$ cat src/pfcs_map.svh
// Purpose: constants for the parallel flash command/status host controller
// Assumes: 20 MHz sys_clk, 50 ns period
// Notes:   times in ns; cycle counts derived from them
`ifndef PFCS_MAP_SVH
`define PFCS_MAP_SVH

`define PFCS_CLK_NS           50
// least times round up, at least one cycle
`define PFCS_CYC_MIN(ns)      ((((ns) + `PFCS_CLK_NS - 1) / `PFCS_CLK_NS) < 1 ? 1 : \
	(((ns) + `PFCS_CLK_NS - 1) / `PFCS_CLK_NS))
`define PFCS_WP_NS            200
`define PFCS_WPH_NS           200
`define PFCS_AH_NS            100
`define PFCS_DS_NS            100
`define PFCS_STROBE_HIGH_PULSE_MIN_NS 150
`define PFCS_ACC_NS           150
`define PFCS_WP_CYC           `PFCS_CYC_MIN(`PFCS_WP_NS)
`define PFCS_WPH_CYC          `PFCS_CYC_MIN(`PFCS_WPH_NS)
`define PFCS_DS_CYC           `PFCS_CYC_MIN(`PFCS_DS_NS)
`define PFCS_OEHP_CYC         `PFCS_CYC_MIN(`PFCS_STROBE_HIGH_PULSE_MIN_NS)
`define PFCS_ACC_CYC          `PFCS_CYC_MIN(`PFCS_ACC_NS)
`define PFCS_TOGGLE_BIT       6
`define PFCS_CMD_ADDR_W       15
`define PFCS_SEQ_MAX          6
`define PFCS_BOOT_LO          17'h00000
`define PFCS_BOOT_HI          17'h01fff
// operation codes on op_code
`define PFCS_OP_READ          3'h0
`define PFCS_OP_PROG          3'h1
`define PFCS_OP_ERASE         3'h2
`define PFCS_OP_ID_ENTRY      3'h3
`define PFCS_OP_ID_EXIT       3'h4
`define PFCS_OP_LOCKOUT       3'h5

`endif

$ cat src/pfcs_pkg.sv
// Purpose: types for the parallel flash command/status host controller
// Assumes: nothing beyond the map header
// Notes:   pin bundle carries all flash strobes
`default_nettype none
package pfcs_pkg;
	typedef struct packed {
		logic [16:0] addr;
		logic        ce_n;
		logic        oe_n;
		logic        we_n;
		logic [7:0]  dq_out;
		logic        dq_oe;
	} pfcs_pins_t;

	typedef struct packed {
		logic [14:0] addr;
		logic [7:0]  data;
	} pfcs_cmd_t;

	typedef enum logic [3:0] {
		PF_IDLE, PF_W_SETUP, PF_W_LOW, PF_W_HIGH, PF_R_LOW, PF_R_HIGH,
		PF_P_READ, PF_P_HIGH, PF_DONE
	} pfcs_state_t;
endpackage
`default_nettype wire

$ cat src/pfcs_host.sv
// Purpose: host side sequencer driving a byte-wide parallel flash
// Assumes: command tables come in through cmd_table; 20 MHz clock
// Notes:   one op at a time; busy until done pulses
`include "pfcs_map.svh"
`default_nettype none
module pfcs_host
	import pfcs_pkg::*;
#(
	parameter int SEQ_MAX = `PFCS_SEQ_MAX
) (
	input  wire logic                      sys_clk,
	input  wire logic                      reset_n,
	input  wire logic                      op_valid,
	input  wire logic [2:0]                op_code,
	input  wire logic [16:0]               op_addr,
	input  wire logic [7:0]                op_data,
	input  wire logic [2:0]                cmd_len,
	input  wire pfcs_cmd_t [SEQ_MAX-1:0]   cmd_table,
	input  wire logic [7:0]                dq_in,
	output var  pfcs_pins_t                pins_q,
	output logic                           busy_q,
	output logic                           done_q,
	output logic [7:0]                     rdata_q,
	output logic                           id_mode_q,
	output logic                           boot_locked_q,
	output logic                           boot_hit_q
);
	pfcs_state_t state_q;
	logic [7:0]  cnt_q;
	logic [2:0]  idx_q;
	logic [2:0]  op_q;
	logic [16:0] addr_q;
	logic [7:0]  data_q;
	logic [2:0]  len_q;
	logic [7:0]  dq_s1_q;
	logic [7:0]  dq_s2_q;
	logic        prev_tog_q;
	logic        have_prev_q;
	logic        poll_op;
	logic        seq_left;

	// pins come from the flash, outside this domain
	always_ff @(posedge sys_clk or negedge reset_n) begin
		if (!reset_n) begin
			dq_s1_q <= 8'h00;
			dq_s2_q <= 8'h00;
		end else begin
			dq_s1_q <= dq_in;
			dq_s2_q <= dq_s1_q;
		end
	end

	assign poll_op  = (op_q == `PFCS_OP_PROG) || (op_q == `PFCS_OP_ERASE);
	assign seq_left = (idx_q < len_q);

	always_ff @(posedge sys_clk or negedge reset_n) begin
		if (!reset_n) begin
			state_q     <= PF_IDLE;
			cnt_q       <= 8'h00;
			idx_q       <= 3'h0;
			op_q        <= `PFCS_OP_READ;
			addr_q      <= 17'h00000;
			data_q      <= 8'h00;
			len_q       <= 3'h0;
			pins_q      <= '{addr: 17'h00000, ce_n: 1'b1, oe_n: 1'b1, we_n: 1'b1,
				dq_out: 8'h00, dq_oe: 1'b0};
			busy_q      <= 1'b0;
			done_q      <= 1'b0;
			rdata_q     <= 8'h00;
			prev_tog_q  <= 1'b0;
			have_prev_q <= 1'b0;
		end else begin
			done_q <= 1'b0;
			case (state_q)
				PF_IDLE: begin
					if (op_valid) begin
						op_q   <= op_code;
						addr_q <= op_addr;
						data_q <= op_data;
						len_q  <= (op_code == `PFCS_OP_READ) ? 3'h0 : cmd_len;
						idx_q  <= 3'h0;
						busy_q <= 1'b1;
						cnt_q  <= 8'h00;
						state_q <= (op_code == `PFCS_OP_READ) ? PF_R_LOW : PF_W_SETUP;
					end
				end
				PF_W_SETUP: begin
					// table bytes first, then the programmed byte itself
					if (seq_left) begin
						pins_q.addr   <= {2'b00, cmd_table[idx_q].addr};
						pins_q.dq_out <= cmd_table[idx_q].data;
					end else begin
						pins_q.addr   <= addr_q;
						pins_q.dq_out <= data_q;
					end
					pins_q.dq_oe <= 1'b1;
					pins_q.oe_n  <= 1'b1;
					pins_q.ce_n  <= 1'b0;
					cnt_q   <= 8'h00;
					state_q <= PF_W_LOW;
				end
				PF_W_LOW: begin
					pins_q.we_n <= 1'b0;
					pins_q.oe_n <= 1'b1;
					cnt_q <= cnt_q + 8'h01;
					if (cnt_q >= 8'(`PFCS_WP_CYC)) begin
						pins_q.we_n <= 1'b1;
						cnt_q   <= 8'h00;
						state_q <= PF_W_HIGH;
					end
				end
				PF_W_HIGH: begin
					cnt_q <= cnt_q + 8'h01;
					if (cnt_q >= 8'(`PFCS_WPH_CYC)) begin
						pins_q.ce_n  <= 1'b1;
						pins_q.dq_oe <= 1'b0;
						idx_q <= idx_q + 3'h1;
						cnt_q <= 8'h00;
						if (idx_q + 3'h1 < len_q || (idx_q + 3'h1 == len_q && op_q ==
							`PFCS_OP_PROG)) begin
							state_q <= PF_W_SETUP;
						end else if (poll_op) begin
							pins_q.addr <= addr_q;
							have_prev_q <= 1'b0;
							state_q     <= PF_P_READ;
						end else begin
							state_q <= PF_DONE;
						end
					end
				end
				PF_R_LOW: begin
					pins_q.addr <= addr_q;
					pins_q.ce_n <= 1'b0;
					pins_q.oe_n <= 1'b0;
					cnt_q <= cnt_q + 8'h01;
					// two extra cycles cover the input synchroniser
					if (cnt_q >= 8'(`PFCS_ACC_CYC + 2)) begin
						rdata_q     <= dq_s2_q;
						pins_q.ce_n <= 1'b1;
						pins_q.oe_n <= 1'b1;
						state_q     <= PF_DONE;
					end
				end
				PF_P_READ: begin
					pins_q.ce_n <= 1'b0;
					pins_q.oe_n <= 1'b0;
					cnt_q <= cnt_q + 8'h01;
					if (cnt_q >= 8'(`PFCS_ACC_CYC + 2)) begin
						pins_q.oe_n <= 1'b1;
						pins_q.ce_n <= 1'b1;
						cnt_q       <= 8'h00;
						prev_tog_q  <= dq_s2_q[`PFCS_TOGGLE_BIT];
						have_prev_q <= 1'b1;
						rdata_q     <= dq_s2_q;
						// no assumed start value: compare with previous read only
						if (have_prev_q && prev_tog_q == dq_s2_q[`PFCS_TOGGLE_BIT]) begin
							state_q <= PF_DONE;
						end else begin
							state_q <= PF_P_HIGH;
						end
					end
				end
				PF_P_HIGH: begin
					cnt_q <= cnt_q + 8'h01;
					if (cnt_q >= 8'(`PFCS_OEHP_CYC)) begin
						cnt_q   <= 8'h00;
						state_q <= PF_P_READ;
					end
				end
				PF_DONE: begin
					busy_q  <= 1'b0;
					done_q  <= 1'b1;
					state_q <= PF_IDLE;
				end
				default: state_q <= PF_IDLE;
			endcase
		end
	end

	// device state mirror; id mode is lost with device power host resets it
	always_ff @(posedge sys_clk or negedge reset_n) begin
		if (!reset_n) begin
			id_mode_q     <= 1'b0;
			boot_locked_q <= 1'b0;
		end else if (state_q == PF_DONE) begin
			if (op_q == `PFCS_OP_ID_ENTRY)
				id_mode_q <= 1'b1;
			else if (op_q == `PFCS_OP_ID_EXIT)
				id_mode_q <= 1'b0;
			if (op_q == `PFCS_OP_LOCKOUT)
				boot_locked_q <= 1'b1;
		end
	end

	always_ff @(posedge sys_clk or negedge reset_n) begin
		if (!reset_n)
			boot_hit_q <= 1'b0;
		else if (op_valid && state_q == PF_IDLE)
			boot_hit_q <= (op_addr <= `PFCS_BOOT_HI);
	end
endmodule
`default_nettype wire

$ cat config.mk
export PLATFORM = sky130hd
export DESIGN_NAME = pfcs_host
export DESIGN_NICKNAME = d
export VERILOG_FILES = /design/src/pfcs_pkg.sv /design/src/pfcs_host.sv
export VERILOG_INCLUDE_DIRS = /design/src
export SDC_FILE = /design/constraint.sdc
export NUM_CORES = 1
export LEC_CHECK = 0
export ABC_AREA = 1
export BUFFER_PORTS_ARGS = -buffer_cell sky130_fd_sc_hd__buf_2
export CORE_MARGIN = 2
export CORE_UTILIZATION = 50
export DETAILED_ROUTE_END_ITERATION = 6
export PLACE_DENSITY = 0.8
export SETUP_SLACK_MARGIN = 0.15
export SYNTH_ARGS = -nofsm -noshare
export SYNTH_HDL_FRONTEND = slang
export SYNTH_SLANG_ARGS = --single-unit
$ cat constraint.sdc
create_clock -name sys_clk -period 2.2 [get_ports sys_clk]
set_input_delay 0.44 -clock sys_clk [delete_from_list [all_inputs] [get_ports sys_clk]]
set_output_delay 0.44 -clock sys_clk [all_outputs]
set_load 0.005 [all_outputs]
== After elaboration in Yosys (flattened, before gate mapping) ==
Index checks and enable logic that the tools add are counted.

* Add/subtract/negate cells: 2
* Multiply operators: 0
* Divide/modulo/power cells: 0
* Order comparisons: 7
* Equal/unequal tests: 22
* Shift-type cells: 0
* Mux-type cells: 44
* Bitwise logic cells: 0
* Reductions and logical operators: 32

{| class="wikitable"
|+ Operators with widths
! cell !! number
|-
| 23-bit binary-select mux with 3-bit select || 1
|-
| 17-bit 2-to-1 mux || 3
|-
| 17-bit one-hot mux with 3 select lines || 1
|-
| 8-bit one-hot mux with 6 select lines || 1
|-
| 8-bit 2-to-1 mux || 5
|-
| 4-bit 2-to-1 mux || 9
|-
| 4-bit one-hot mux with 7 select lines || 1
|-
| 23-bit 2-to-1 mux || 1
|-
| 18-bit 2-to-1 mux || 1
|-
| 2-bit AND reduction || 9
|-
| 17-bit by 13-bit <= comparator with 1-bit output, second input constant || 1
|-
| 8-bit by 3-bit greater-or-equal comparator with 1-bit output, second input constant || 2
|-
| 2-bit inequality test, second input constant || 8
|-
| 4-bit by 3-bit == test with 1-bit output, second input constant || 3
|-
| 3-bit 2-to-1 mux || 4
|-
| 2-bit nonzero test || 6
|-
| 1-bit 2-to-1 mux || 10
|-
| 8-bit by 1-bit adder with 8-bit output, second input constant || 1
|-
| 4-bit by 2-bit == test with 1-bit output, second input constant || 2
|-
| 8-bit by 2-bit greater-or-equal comparator with 1-bit output, second input constant || 1
|-
| 1-bit one-hot mux with 2 select lines || 4
|-
| 3-bit by 2-bit == test with 1-bit output, second input constant || 2
|-
| 3-bit == test, second input constant || 2
|-
| 3-bit < comparator || 2
|-
| 21 further kinds || 27
|}

* Flip-flop bits (word level): 106
* Latch bits: 0
* RAM bits: 0
* ROM bits: 0
* Input bits: 180
* Output and inout port bits: 42
* Logic and storage cells: 130
* Memories: 0

== Logic depth before layout (Yosys ltp) ==
* Depth in word-level cells: 7
* Mapped depth: 14
* Gate-level depth less buffers: 13

== Least setup slack after synthesis ==
OpenSTA, ideal clock, no wires.

* Kind: register -> register
* From: register idx_q[0]
* To: register pins_q[17] in the netlist's numbering
* Setup time: 0.116 ns
* Arrival time: 1.894 ns
* Path slack: 0.190 ns
* Cell stages (with the launch flop): 14
* Clock period less this slack: 2.010 ns
* Cell sequence: dfrtp_1 > ha_1 > xnor2_1 > inv_1 > ha_1 > inv_1 > nor2_1 > nand3_1 > nand2_1 > nand2_1 > nand3_2 > buf_6 > nand2_1 > nand2_1

* Longest elaborated chain between the ends: 6
* Elaborated cells between the ends (all ways): 12
* Classes of those cells: add/sub: 1; order compare: 2; eq/ne: 2; mux: 4; reduce/logical: 3

{| class="wikitable"
|+ RTL lines
! item !! RTL line !! text
|-
| start, declared || pfcs_host.sv:30 || <nowiki>logic [2:0] idx_q;</nowiki>
|-
| start signal, assigned || pfcs_host.sv:117 || <nowiki>idx_q <= idx_q + 3'h1;</nowiki>
|-
| branches (longest 6 deep; another with 3-bit by 1-bit adder with 3-bit output) || -- ||
|-
| end signal, assigned || pfcs_host.sv:65 || <nowiki>pins_q <= '{addr: 17'h00000, ce_n: 1'b1, oe_n: 1'b1, we_n: 1'b1,</nowiki>
|-
| end, declared || pfcs_host.sv:20 || <nowiki>output var pfcs_pins_t pins_q,</nowiki>
|}

Several ways; the timed one is not identified. The select of a mux whose other input is x is not followed.
A chain may end at the register's enable or synchronous reset.

== Worst setup path in the final report ==
* From: register idx_q[0]
* To: register pins_q[13] in the netlist's numbering

Same word-level chain as after synthesis.

==> results_dict.tcl <==
set metrics [dict create \
    status "completed" \
    netlist_area_sq_um 6220 \
    min_period_ns 2.07 \
    final_layout_size_suffix_gt1_share_pct 28.3 \
    cts_tree "built" \
    worst_pin_slew_ns 0.562 \
    die_w_microns 116 \
    r2r-end "pins_q[13]" \
    htreeDepth 3 \
    reg2reg_slack_ns 0.13 \
    clockRootBuffer "clkbuf_16" \
    hold_path_class "primary input to flop" \
    grt.overflow.total 0 \
    cts-buffers-inserted 9 \
    path_max_fanout 7 \
    layout.nets 1316 \
    drv_cap 0 \
    power.density_nw_per_um2 1160 \
    start_kind "flop" \
    synth_edf_count 0 \
    slew_viol_final 0 \
    grt_max_degree 72 \
    drcViolationCount 0 \
    die_area_sq_um 13300 \
    holdPathStages 1 \
    avgSynthCellArea_sq_um 6.89 \
    hold_viol_final 0 \
    cts.path.max_buffers 2 \
    routed_wl_mm 18.1 \
    grt_pass1_wl_mm 27.7 \
    place_hpwl_mm 13.4 \
    area_growth_pct 29.0 \
    initial_core_util_pct 51.5 \
    final_cells 1299 \
    drtAntennaViolNets 0 \
    grt_use_total_pct 26.3 \
    place.gp.congestion 0.939 \
    power.leakage_nw 4.67 \
    ys_types 40 \
    hp-start "dq_in[7]" \
    ys_async_sr_fraction_pct 100 \
    placed_cells 1270 \
    die_h_microns 116 \
    r2r_cells 14 \
    post-route-period-util_pct 94.0 \
    clock_sinks 106 \
    fmax_mhz 484 \
    ys_seq_area_share_pct 42.7 \
    ios 222 \
    holdPathEnd "dq_s1_q[7]" \
    dr.pass1.iters 5 \
    antenna_found_initial 0 \
    vias 6425 \
    diodes 0 \
    cp.arrival_ns 2.35 \
    max-vdd-ir-drop_v 0.000550 \
    fin_tns_setup_ns 0 \
    grt_pass1_vias 5841 \
    cp.required_ns 2.49 \
    cts.clk_slew.worst_paths_ns 0.08 \
    final-setup-viol-count 0 \
    core_sq_um 12100 \
    synth_ff_type "dfrtp_1" \
    max_slew_margin_pct 62.5 \
    cp-end-kind "flop" \
    fp-row-count 40 \
    ys_seq_elements 106 \
    finClkSkew_ns 0.00931 \
    clock_latency_ns 0.35 \
    vias_per_cell 4.95 \
    syn_inst 903 \
    drt-wirelength-per-cell_microns 14.0 \
    r2r_start "idx_q[0]" \
    port_buffers 221 \
    rsz0062_at_grt "yes" \
    syn-num-nets 1093 \
    first_iter_violations 590 \
    critical_path_class "flop to flop" \
    yosysWarningCount 0 \
]
## power by group
group	switching (mW)	internal (mW)	total, mW	leakage, nW
Combinational	2.79	1.88	4.67	3.21
Sequential	0.432	2.63	3.06	1.33
Clock	0.763	0.799	1.56	0.139
## through the flow
step	utilization [%]	power [mW]	setup WS, ns	area [sq um]	hold slack (ns)
floorplan	-	5.86	0.190	6220	0.144
finish	66.5	9.30	0.132	8020	0.196
global placement	62.1	7.02	-0.0406	7490	0.321
global route	66.5	10.0	0.0470	8020	0.183
detailed placement	62.1	7.12	-0.115	7490	0.322
CTS	65.4	8.85	0.154	7880	0.189
## placed cells by master, fill, tap and decap left out, types with 2 or more instances in the layout
| cell | count |
|---|---|
| inv_6 | 2 |
| nand2_1 | 361 |
| ha_4 | 2 |
| o21ai_0 | 54 |
| o21ai_1 | 10 |
| buf_4 | 19 |
| inv_8 | 3 |
| nand2_4 | 2 |
| clkinvlp_4 | 2 |
| dfrtp_1 | 102 |
| buf_2 | 220 |
| nor2_4 | 3 |
| buf_12 | 6 |
| dfstp_2 | 3 |
| clkbuf_16 | 10 |
| nor2_1 | 55 |
| a21oi_1 | 14 |
| o31ai_1 | 3 |
| inv_2 | 8 |
| or2_2 | 15 |
| o211ai_1 | 15 |
| o21a_1 | 10 |
| nor2_2 | 3 |
| nand2_2 | 14 |
| ha_1 | 8 |
| nand3_2 | 2 |
| nand3_1 | 63 |
| inv_1 | 103 |
| nor3_1 | 2 |
## critical path, cell delays in order (launching register included)
cell       delay [ns]
dfrtp_2          0.44
ha_4             0.19
xnor2_4          0.14
inv_2            0.06
ha_4             0.24
inv_2            0.04
nor2_1           0.03
nand3_1          0.13
nand2_2          0.10
nand2_4          0.11
nand2_4          0.05
nor2_4           0.17
clkbuf_16        0.18
nand2_1          0.05
nand2_1          0.05
## per-layer routing
layer / global-route usage, % / up-vias / part of all wire, %
met5: 0 / - / 0
met4: 10.5 / 0 / 3.7
met3: 4.92 / 47 / 6.5
met2: 44.6 / 230 / 47
met1: 33.3 / 2893 / 43
li1: - / 3255 / -
## registers in the layout, indices dropped and copies added (netlist names), 3 cells and up
name,count
cnt_q,8
state_q,4
data_q,8
len_q,3
addr_q,17
op_q,3
rdata_q,8
dq_s2_q,8
dq_s1_q,8
idx_q,3
pins_q,29
## cell type report
cell class | count | area, sq um
clock buffers | 10 | 229
clock inverters | 6 | 58.8
fillers | 1081 | 4040
inverters | 114 | 439
multi-input cells | 648 | 3030
flip-flops and latches | 106 | 2660
well taps | 168 | 210
repair buffers | 247 | 1400
## cell usage after synthesis, types with 6 or more instances
cell	n	area share [%]
nand3_1	63	5.1
or2_2	15	1.5
nand2_2	6	0.60
nor2_1	55	3.3
inv_2	6	0.36
nand2_1	371	22
inv_1	105	6.3
ha_1	10	2.0
o21a_1	10	1.2
a21oi_1	14	1.1
o21ai_0	54	4.3
buf_2	13	1.0
clkbuf_1	16	0.97
o21ai_1	10	0.81
dfrtp_1	103	41
o211ai_1	15	1.8
## worst max-delay path by stage
stage	start	end	slack, ns	cells past startpoint
3_3_place_gp	idx_q[0]	pins_q[15]	-0.04	11
4_1_cts	idx_q[0]	pins_q[15]	0.15	14
3_5_place_dp	idx_q[0]	pins_q[16]	-0.12	11
6_report	idx_q[0]	pins_q[13]	0.13	14
2_1_floorplan	idx_q[0]	pins_q[17]	0.19	13
5_1_grt	idx_q[0]	pins_q[13]	0.05	14
## kinds of logic after synthesis
group	Yosys count	share of synthesized area, %
AOI/OAI and AO/OA	113	10.6
xor gates and xnor gates	2	0.282
adders and majority gates	10	2.01
buffers and inverters	149	9.86
DFF	106	42.7
and+or+nand+nor	523	34.6
## repair_timing
item                       CTS  global route
setup endpoints to repair   29            21
buffers inserted             3             8
resized for setup           10            13
hold endpoints to repair    14             0
pin swaps                    4            12
gates cloned                 0             1
hold buffers                 1             0
(Power assumes the default switching activity.)
